## config.mk

```make
export PLATFORM = sky130hd
export DESIGN_NAME = linear_sensor_pulse_timer
export DESIGN_NICKNAME = d
export VERILOG_FILES = /design/src/logic/sensor_timer_pkg.sv /design/src/logic/linear_sensor_pulse_timer.sv /design/src/logic/sensor_channel.sv
export SDC_FILE = /design/constraint.sdc
export NUM_CORES = 2
export LEC_CHECK = 0
export BUFFER_PORTS_ARGS = -buffer_cell sky130_fd_sc_hd__buf_4
export CAP_MARGIN = 10
export CORE_MARGIN = 5
export CORE_UTILIZATION = 47
export CTS_CLUSTER_DIAMETER = 60
export CTS_CLUSTER_SIZE = 20
export DETAILED_ROUTE_END_ITERATION = 12
export GPL_ROUTABILITY_DRIVEN = 0
export SYNTH_ARGS = -nofsm -noshare
export SYNTH_HDL_FRONTEND = slang
export SYNTH_HIERARCHICAL = 1
export SYNTH_SLANG_ARGS = --single-unit
```

## constraint.sdc

```tcl
create_clock -name mclk_i -period 2.9 [get_ports mclk_i]
set_input_delay 0.725 -clock mclk_i [delete_from_list [all_inputs] [get_ports mclk_i]]
set_output_delay 0.725 -clock mclk_i [all_outputs]
set_load 0.05 [all_outputs]
```

## src/logic/sensor_timer_pkg.sv

```systemverilog
// Purpose: Shared constants for the linear sensor pulse timer
// Assumes: 100 MHz system clock, APB register access
// Notes: Rates are realised as phase steps on the system clock
package sensor_timer_pkg;

  // Clock and rates
  localparam longint unsigned CLK_HZ = 100_000_000;
  localparam longint unsigned PGEN_HZ = 9_830_000;
  localparam longint unsigned TIMER_HZ = 117_960_000;

  // Counts and widths
  localparam int unsigned CH_NUM = 8;
  localparam int unsigned GROUP_SIZE = 4;
  localparam int unsigned GROUP_NUM = 2;
  localparam int unsigned ACC_W = 24;
  localparam int unsigned PHASE_W = 24;
  localparam int unsigned SEL_W = 3;
  localparam int unsigned WIDTH_W = 8;
  localparam int unsigned FBSEL_W = 4;
  localparam int unsigned LATCH_W = 24;
  localparam int unsigned TFRAC_W = 8;
  localparam int unsigned EDGE_W = 16;
  localparam int unsigned ADDR_W = 12;

  // Phase steps per system clock
  localparam logic [PHASE_W-1:0] PGEN_STEP = PHASE_W'((PGEN_HZ << PHASE_W) / CLK_HZ);
  localparam logic [15:0] TIMER_STEP = 16'((TIMER_HZ << TFRAC_W) / CLK_HZ);

  // Register offsets
  localparam logic [3:0] FREQ_OFS = 4'h0;
  localparam logic [3:0] FBSEL_OFS = 4'h4;
  localparam logic [3:0] LATCH_OFS = 4'h8;
  localparam logic [3:0] EDGES_OFS = 4'hc;
  localparam logic [ADDR_W-1:0] SEL_LOW_ADDR = 12'h100;
  localparam logic [ADDR_W-1:0] SEL_HIGH_ADDR = 12'h104;
  localparam logic [ADDR_W-1:0] WIDTH_LOW_ADDR = 12'h108;
  localparam logic [ADDR_W-1:0] WIDTH_HIGH_ADDR = 12'h10c;

  // Reset values and codes
  localparam logic [ACC_W-1:0] FREQ_RST = 24'h000000;
  localparam logic [FBSEL_W-1:0] FBSEL_RST = 4'h0;
  localparam logic [FBSEL_W-1:0] FBSEL_TIMER = 4'hc;
  localparam logic [WIDTH_W-1:0] WIDTH_RST = 8'h0f;
  localparam logic [SEL_W-1:0] SEL_RST = 3'h0;

endpackage : sensor_timer_pkg

```

## src/logic/linear_sensor_pulse_timer.sv

```systemverilog
// Purpose: Eight-channel magnetostrictive sensor excitation and echo timing, APB slave
// Assumes: APB master per AMBA rules; echo inputs asynchronous to mclk_i
// Notes: Zero-wait APB; read data registered in the setup cycle
//
// Chosen here: the address map and the APB interface to the registers.
`timescale 1ns/100ps
module linear_sensor_pulse_timer #(
  parameter int unsigned CH_NUM = sensor_timer_pkg::CH_NUM
) (
  // Clock and reset
  input wire logic mclk_i,
  input wire logic reset_i,
  // APB slave
  input wire logic psel_i,
  input wire logic penable_i,
  input wire logic pwrite_i,
  input wire logic [sensor_timer_pkg::ADDR_W-1:0] paddr_i,
  input wire logic [31:0] pwdata_i,
  output logic [31:0] prdata_o,
  output logic pready_o,
  output logic pslverr_o,
  // Sensor pins
  input wire logic [CH_NUM-1:0] echo_phase_a_input_i,
  output logic [CH_NUM-1:0] excitation_pulse_out_o
);

  ////////////////////////////////////////////////////////////////////////////
  // Decoding shared by read and write paths

  function automatic logic echo_phase_a_input_hit(input logic [sensor_timer_pkg::ADDR_W-1:0] a);
    echo_phase_a_input_hit = a[11:7] == 5'h00 && a[1:0] == 2'h0 && 32'(a[6:4]) < CH_NUM;
  endfunction : echo_phase_a_input_hit

  function automatic logic [2:0] echo_phase_a_input_idx(input logic [sensor_timer_pkg::ADDR_W-1:0] a);
    echo_phase_a_input_idx = a[6:4];
  endfunction : echo_phase_a_input_idx

  // Generator clock halves with each increment of the select code
  function automatic logic [sensor_timer_pkg::PHASE_W-1:0] step_of(input logic [sensor_timer_pkg::SEL_W-1:0] s);
    step_of = sensor_timer_pkg::PGEN_STEP >> s;
  endfunction : step_of

  ////////////////////////////////////////////////////////////////////////////
  // State

  logic [sensor_timer_pkg::ACC_W-1:0] freq_r [CH_NUM];
  logic [sensor_timer_pkg::ACC_W-1:0] freq_nxt [CH_NUM];
  logic [sensor_timer_pkg::FBSEL_W-1:0] fbsel_r [CH_NUM];
  logic [sensor_timer_pkg::FBSEL_W-1:0] fbsel_nxt [CH_NUM];
  logic [sensor_timer_pkg::SEL_W-1:0] sel_r [sensor_timer_pkg::GROUP_NUM];
  logic [sensor_timer_pkg::SEL_W-1:0] sel_nxt [sensor_timer_pkg::GROUP_NUM];
  logic [sensor_timer_pkg::WIDTH_W-1:0] width_r [sensor_timer_pkg::GROUP_NUM];
  logic [sensor_timer_pkg::WIDTH_W-1:0] width_nxt [sensor_timer_pkg::GROUP_NUM];
  logic [sensor_timer_pkg::PHASE_W-1:0] phase_r [sensor_timer_pkg::GROUP_NUM];
  logic [sensor_timer_pkg::PHASE_W-1:0] phase_nxt [sensor_timer_pkg::GROUP_NUM];
  logic [sensor_timer_pkg::GROUP_NUM-1:0] tick_r, tick_nxt;
  logic [31:0] prdata_r, prdata_nxt;
  logic pslverr_r, pslverr_nxt;

  logic [sensor_timer_pkg::LATCH_W-1:0] latch_w [CH_NUM];
  logic [sensor_timer_pkg::EDGE_W-1:0] edges_w [CH_NUM];

  logic setup, wr_take;
  logic [sensor_timer_pkg::PHASE_W:0] phase_sum [sensor_timer_pkg::GROUP_NUM];

  assign setup = psel_i && !penable_i;
  assign wr_take = psel_i && penable_i && pwrite_i && !pslverr_r;

  ////////////////////////////////////////////////////////////////////////////
  // Generator clock ticks, one phase accumulator per group

  always_comb begin
    for (int g = 0; g < sensor_timer_pkg::GROUP_NUM; g++) begin
      phase_sum[g] = {1'b0, phase_r[g]} + {1'b0, step_of(sel_r[g])};
      phase_nxt[g] = phase_sum[g][sensor_timer_pkg::PHASE_W-1:0];
      tick_nxt[g] = phase_sum[g][sensor_timer_pkg::PHASE_W];
    end
  end

  always_ff @(posedge mclk_i) begin
    for (int g = 0; g < sensor_timer_pkg::GROUP_NUM; g++) begin
      if (reset_i) begin
        phase_r[g] <= '0;
      end else begin
        phase_r[g] <= phase_nxt[g];
      end
    end
    if (reset_i) begin
      tick_r <= '0;
    end else begin
      tick_r <= tick_nxt;
    end
  end

  ////////////////////////////////////////////////////////////////////////////
  // Register file

  always_comb begin
    for (int c = 0; c < CH_NUM; c++) begin
      freq_nxt[c] = freq_r[c];
      fbsel_nxt[c] = fbsel_r[c];
    end
    for (int g = 0; g < sensor_timer_pkg::GROUP_NUM; g++) begin
      sel_nxt[g] = sel_r[g];
      width_nxt[g] = width_r[g];
    end
    prdata_nxt = prdata_r;
    pslverr_nxt = pslverr_r;
    // Error and read data fixed in setup so both come from flops
    if (setup) begin
      prdata_nxt = '0;
      pslverr_nxt = 1'b0;
      if (echo_phase_a_input_hit(paddr_i)) begin
        unique case (paddr_i[3:0])
          sensor_timer_pkg::FREQ_OFS: prdata_nxt = 32'(freq_r[echo_phase_a_input_idx(paddr_i)]);
          sensor_timer_pkg::FBSEL_OFS: prdata_nxt = 32'(fbsel_r[echo_phase_a_input_idx(paddr_i)]);
          sensor_timer_pkg::LATCH_OFS: begin
            prdata_nxt = 32'(latch_w[echo_phase_a_input_idx(paddr_i)]);
            pslverr_nxt = pwrite_i;
          end
          sensor_timer_pkg::EDGES_OFS: begin
            prdata_nxt = 32'(edges_w[echo_phase_a_input_idx(paddr_i)]);
            pslverr_nxt = pwrite_i;
          end
          default: pslverr_nxt = 1'b1;
        endcase
      end else begin
        unique case (paddr_i)
          sensor_timer_pkg::SEL_LOW_ADDR: prdata_nxt = 32'(sel_r[0]);
          sensor_timer_pkg::SEL_HIGH_ADDR: prdata_nxt = 32'(sel_r[1]);
          sensor_timer_pkg::WIDTH_LOW_ADDR: prdata_nxt = 32'(width_r[0]);
          sensor_timer_pkg::WIDTH_HIGH_ADDR: prdata_nxt = 32'(width_r[1]);
          default: pslverr_nxt = 1'b1;
        endcase
      end
    end
    if (wr_take) begin
      if (echo_phase_a_input_hit(paddr_i)) begin
        if (paddr_i[3:0] == sensor_timer_pkg::FREQ_OFS) begin
          freq_nxt[echo_phase_a_input_idx(paddr_i)] = pwdata_i[sensor_timer_pkg::ACC_W-1:0];
        end
        if (paddr_i[3:0] == sensor_timer_pkg::FBSEL_OFS) begin
          fbsel_nxt[echo_phase_a_input_idx(paddr_i)] = pwdata_i[sensor_timer_pkg::FBSEL_W-1:0];
        end
      end else begin
        unique case (paddr_i)
          sensor_timer_pkg::SEL_LOW_ADDR: sel_nxt[0] = pwdata_i[sensor_timer_pkg::SEL_W-1:0];
          sensor_timer_pkg::SEL_HIGH_ADDR: sel_nxt[1] = pwdata_i[sensor_timer_pkg::SEL_W-1:0];
          sensor_timer_pkg::WIDTH_LOW_ADDR: width_nxt[0] = pwdata_i[sensor_timer_pkg::WIDTH_W-1:0];
          sensor_timer_pkg::WIDTH_HIGH_ADDR: width_nxt[1] = pwdata_i[sensor_timer_pkg::WIDTH_W-1:0];
          default: ;
        endcase
      end
    end
  end

  always_ff @(posedge mclk_i) begin
    if (reset_i) begin
      for (int c = 0; c < CH_NUM; c++) begin
        freq_r[c] <= sensor_timer_pkg::FREQ_RST;
        fbsel_r[c] <= sensor_timer_pkg::FBSEL_RST;
      end
      for (int g = 0; g < sensor_timer_pkg::GROUP_NUM; g++) begin
        sel_r[g] <= sensor_timer_pkg::SEL_RST;
        width_r[g] <= sensor_timer_pkg::WIDTH_RST;
      end
      prdata_r <= '0;
      pslverr_r <= 1'b0;
    end else begin
      freq_r <= freq_nxt;
      fbsel_r <= fbsel_nxt;
      sel_r <= sel_nxt;
      width_r <= width_nxt;
      prdata_r <= prdata_nxt;
      pslverr_r <= pslverr_nxt;
    end
  end

  assign prdata_o = prdata_r;
  assign pslverr_o = pslverr_r && psel_i && penable_i;
  assign pready_o = 1'b1;

  ////////////////////////////////////////////////////////////////////////////
  // Channels

  for (genvar c = 0; c < CH_NUM; c++) begin : g_echo_phase_a_input
    sensor_channel u_echo_phase_a_input (
      .mclk_i(mclk_i),
      .reset_i(reset_i),
      .tick_i(tick_r[c / sensor_timer_pkg::GROUP_SIZE]),
      .freq_cmd_i(freq_r[c]),
      .width_i(width_r[c / sensor_timer_pkg::GROUP_SIZE]),
      .timer_mode_i(fbsel_r[c] == sensor_timer_pkg::FBSEL_TIMER),
      .echo_i(echo_phase_a_input_i[c]),
      .pulse_o(excitation_pulse_out_o[c]),
      .latch_o(latch_w[c]),
      .edge_count_o(edges_w[c])
    );
  end
endmodule : linear_sensor_pulse_timer

```

## src/logic/sensor_channel.sv

```systemverilog
// Purpose: One channel: pulse frequency generator, excitation width, echo timer
// Assumes: tick_i is a one-cycle pulse at the pulse generator rate
// Notes: Timer counts in units of the fast timer rate via a fractional step
`timescale 1ns/100ps
module sensor_channel (
  // Clock and reset
  input wire logic mclk_i,
  input wire logic reset_i,
  // Settings
  input wire logic tick_i,
  input wire logic [sensor_timer_pkg::ACC_W-1:0] freq_cmd_i,
  input wire logic [sensor_timer_pkg::WIDTH_W-1:0] width_i,
  input wire logic timer_mode_i,
  // Sensor pins
  input wire logic echo_i,
  output logic pulse_o,
  // Results
  output logic [sensor_timer_pkg::LATCH_W-1:0] latch_o,
  output logic [sensor_timer_pkg::EDGE_W-1:0] edge_count_o
);

  localparam int unsigned TW = sensor_timer_pkg::LATCH_W + sensor_timer_pkg::TFRAC_W;

  logic [sensor_timer_pkg::ACC_W-1:0] acc_r, acc_nxt;
  logic [sensor_timer_pkg::WIDTH_W-1:0] cnt_r, cnt_nxt;
  logic pulse_r, pulse_nxt;
  logic s1_r, s2_r, s3_r;
  logic armed_r, armed_nxt;
  logic [TW-1:0] timer_r, timer_nxt;
  logic [sensor_timer_pkg::LATCH_W-1:0] latch_r, latch_nxt;
  logic [sensor_timer_pkg::EDGE_W-1:0] edges_r, edges_nxt;
  logic [sensor_timer_pkg::ACC_W:0] acc_sum;
  logic carry, echo_rise;

  assign acc_sum = {1'b0, acc_r} + {1'b0, freq_cmd_i};
  assign carry = tick_i && acc_sum[sensor_timer_pkg::ACC_W];
  assign echo_rise = s2_r && !s3_r;

  always_comb begin
    acc_nxt = tick_i ? acc_sum[sensor_timer_pkg::ACC_W-1:0] : acc_r;
    cnt_nxt = cnt_r;
    if (carry && cnt_r == '0) begin
      cnt_nxt = width_i;
    end else if (tick_i && cnt_r != '0) begin
      cnt_nxt = cnt_r - 1'b1;
    end
    pulse_nxt = cnt_nxt != '0;
    armed_nxt = armed_r;
    timer_nxt = armed_r ? timer_r + TW'(sensor_timer_pkg::TIMER_STEP) : timer_r;
    latch_nxt = latch_r;
    // Edges while the excitation is high are not latched (still counted): not yet armed
    if (armed_r && echo_rise) begin
      latch_nxt = timer_r[TW-1:sensor_timer_pkg::TFRAC_W];
      armed_nxt = 1'b0;
    end
    // Edges decoded here, not by assigns, to keep the block free of a feedback path
    if (!pulse_r && pulse_nxt) begin
      armed_nxt = 1'b0;
    end
    if (pulse_r && !pulse_nxt && timer_mode_i) begin
      armed_nxt = 1'b1;
      timer_nxt = '0;
    end
    edges_nxt = echo_rise ? edges_r + 1'b1 : edges_r;
  end

  always_ff @(posedge mclk_i) begin
    s1_r <= echo_i;
    s2_r <= s1_r;
    s3_r <= s2_r;
    if (reset_i) begin
      acc_r <= '0;
      cnt_r <= '0;
      pulse_r <= 1'b0;
      armed_r <= 1'b0;
      timer_r <= '0;
      latch_r <= '0;
      edges_r <= '0;
    end else begin
      acc_r <= acc_nxt;
      cnt_r <= cnt_nxt;
      pulse_r <= pulse_nxt;
      armed_r <= armed_nxt;
      timer_r <= timer_nxt;
      latch_r <= latch_nxt;
      edges_r <= edges_nxt;
    end
  end

  assign pulse_o = pulse_r;
  assign latch_o = latch_r;
  assign edge_count_o = edges_r;
endmodule : sensor_channel

```

==> key figures <==
Synth
  – Register bit total from synthesis: 1193
  – Post-synth EDFFs: 0
  – Yosys warnings: 6
  – Largest area contributor in the netlist: dfxtp_1
  – Yosys cell types: 120
  – Top-area cell type share of the netlist area: 37.5%
  – Cell count after synthesis: 7642
  – Synth top area cells: dfxtp_1 (38%), nand2_1 (7.6%), a21oi_1 (6.2%), ha_1 (5.4%), nor2_1 (4.2%)
  – Async set-reset flop share out of synthesis: 0%
  – Synthesized area: 63600 um^2
  – Top FF cell, synth: dfxtp_1
  – Sequential share of the synthesized area: 37.5%
  – Synth Area per Inst: 8.33 um^2

Routing
  – Via density: 5.85
  – Antenna-violating nets left: 0
  – Routed WL: 222000 um
  – Vias: 59.1k
  – # DRC: 0
  – WL per Instance: 21.9 um
  – Initial DRC Count: 5527
  – Drt pass-1 iters: 6

Global routing
  – Largest net degree at the start of global routing: 121
  – Remaining global-route overflow: 0
  – First-pass GRT wire length: 328000 um
  – Vias in the first global route: 55.2k
  – Initial antenna violation count: 12
  – GRT Overall Usage: 29.3%

Min path
  – Worst min-delay path class: in2reg
  – Hold path start: echo_phase_a_input_i[6]

CTS
  – H-tree depth: 3
  – CTS sink count: 1193
  – Skew-Pair Late Insertion Delay: 770 ps
  – Hold buffer count at cts: 0
  – Reg clk slew, reported paths: 70 ps
  – Clock Path Buffers: 3
  – CTS tree: done
  – Num CTS Buffers: 119
  – Root Buffer: clkbuf_16

Run status
  – Status: finished, violations left
  – Failing checks: negative setup slack

Pwr
  – Total Power: 35.1 mW
  – Leak pwr: 29.3 nW
  – Peak supply drop: 0.000437 V
  – Pwr Density: 452 nW/um^2

Floorplan
  – Core Rows: 135
  – Core area: 135000 um^2
  – Vert. Die Dim: 378 um
  – Die area: 143000 um^2
  – Initial core utilization: 47.2%
  – DIE WIDTH: 378 um
  – I/O pin count: 99

Setup path
  – CP Launch Type: flop
  – WP data required: 3550 ps
  – Crit-path max FO: 8
  – Setup crit end kind: flop
  – Worst Path Class, Setup: reg2reg
  – Critical Path AT: 3780 ps

Finish
  – Final nets: 8554
  – Storage cell area: 23900 um^2
  – Most frequent cells in the layout: nand2_1 (1275), dfxtp_1 (1156), buf_4 (783)
  – Area grow syn2layout: 22.1%
  – Fillers: 12.1k
  – Multi-input logic area: 39200 um^2
  – Final Core Density: 57.6%
  – Most common cell after layout, fill and taps aside: nand2_1
  – Layout cells sized above 1: 20.1%

Run
  – Max cap viols: 0

STA
  – Slew margin rel.: 19.0%
  – Final min period: 3130 ps
  – Slew @ Worst Pin: 1210 ps
  – Worst Skew: 37.8 ps
  – Final Setup Violations: 193
  – RSZ-0062 raised after global routing: yes
  – Worst setup margin: -226 ps
  – Tcrit/Tclk final: 108%
  – Final Hold Fails: 0
  – Highest clock rate: 0.320 GHz
  – Max Slew Vio Count: 0

Place
  – Count of buffers from port buffering: 81
  – Detailed placement HPWL: 159000 um
[synth_stat cells (all sizes together) (106+ instances only)]
cell    count
inv       130
a21oi     790
and3      108
xor2      283
o21ai     209
nand3     192
nand2    1295
xnor2     237
a22oi     151
nand4     106
ha        274
nor2      753
mux2i     180
buf       188
clkbuf    233
dfxtp    1193
nor3      178
[through the flow]
stage                     instance area, um^2  hold slack [ps]  instances  setup WS [ps]  TNS [ps]
after global routing                    77700             26.4      10100           -281    -40380
after CTS                               75200             11.0      10100           -229    -19170
after floorplan                         63800              310       7649           5.77         0
final                                   77700             65.9      10100           -226    -25440
after detailed placement                70400              313       9802           -296    -47300
after global placement                  70400              311       9802           -313    -41070
[cell type report]
cell class	instances	area share, %
Antenna cell	8	0.0258
Clock buffer	128	3.95
Clock inverter	99	1.50
Inverter	137	0.662
Multi-Input combinational cell	5898	50.5
Sequential cell	1193	30.8
Tap cell	1781	2.87
Timing Repair Buffer	864	9.71
[logic make-up after synthesis]
family | share of synthesized area (%)
other | 0.0118
adders and majority gates | 5.70
and+or+nand+nor | 23.0
xor gates and xnor gates | 7.16
buffers and inverters | 4.23
muxes | 4.11
DFF | 37.5
AOI/OAI and AO/OA | 18.3
[sequential cells by signal (all words and copies together), names as in the netlist]
register and cells:
g_echo_phase_a_input.u_echo_phase_a_input/acc_r 192, g_echo_phase_a_input.u_echo_phase_a_input/s3_r 8, g_echo_phase_a_input.u_echo_phase_a_input/edge_count_o 128, prdata_o 24
g_echo_phase_a_input.u_echo_phase_a_input/cnt_r 64, freq_r 192, g_echo_phase_a_input.u_echo_phase_a_input/timer_r 256, sel_r 6
pslverr_r 1, tick_r 2, g_echo_phase_a_input.u_echo_phase_a_input/pulse_o 8, fbsel_r 32
width_r 16, g_echo_phase_a_input.u_echo_phase_a_input/armed_r 8, g_echo_phase_a_input.u_echo_phase_a_input/s1_r 8, phase_r 48
g_echo_phase_a_input.u_echo_phase_a_input/latch_o 192, g_echo_phase_a_input.u_echo_phase_a_input/s2_r 8
[per-layer routing]
metal | wire [um] | track usage, % | vias to the layer above
met5 | 30 | 0 | -
met3 | 16200 | 4.55 | 491
met4 | 12100 | 13.9 | 4
met1 | 93900 | 38.8 | 28400
met2 | 99600 | 47.0 | 2023
li1 | - | - | 28200
[worst max-delay path, cell delays in order (launching register included)]
cell and delay [ps]:
dfxtp_2 320, inv_2 70, ha_4 130, or3b_4 390
nor4_4 330, and2_4 220, nand4_4 150, buf_6 160
a211oi_2 220, o21ai_2 170, o41ai_4 370, buf_6 210
clkbuf_16 210, nor2_2 50
[worst paths after layout]
kind                                                       end  slack [ps]  cells after the start
max reg2reg                                               flop        -230                     13
min          g_echo_phase_a_input[6].u_echo_phase_a_input/s1_r          70                      1
min reg2reg  g_echo_phase_a_input[7].u_echo_phase_a_input/s2_r         330                      0
max                                                       flop        -230                     13
[power breakdown]
group          switching [mW]  internal, mW
sequential             0.0780          16.5
combinational            1.25         0.636
clock                    7.95          8.74
[what timing repair did]
| action | 4_1_cts | 5_1_grt |
|---|---|---|
| resized for setup | 64 | 442 |
| pin swaps | 38 | 246 |
| endpoints found under the hold margin | 0 | 0 |
| buffers inserted | 16 | 35 |
| endpoints found under the setup margin | 295 | 325 |
| cloned | 6 | 15 |
No activity file was read; power rests on OpenSTA's default activity.
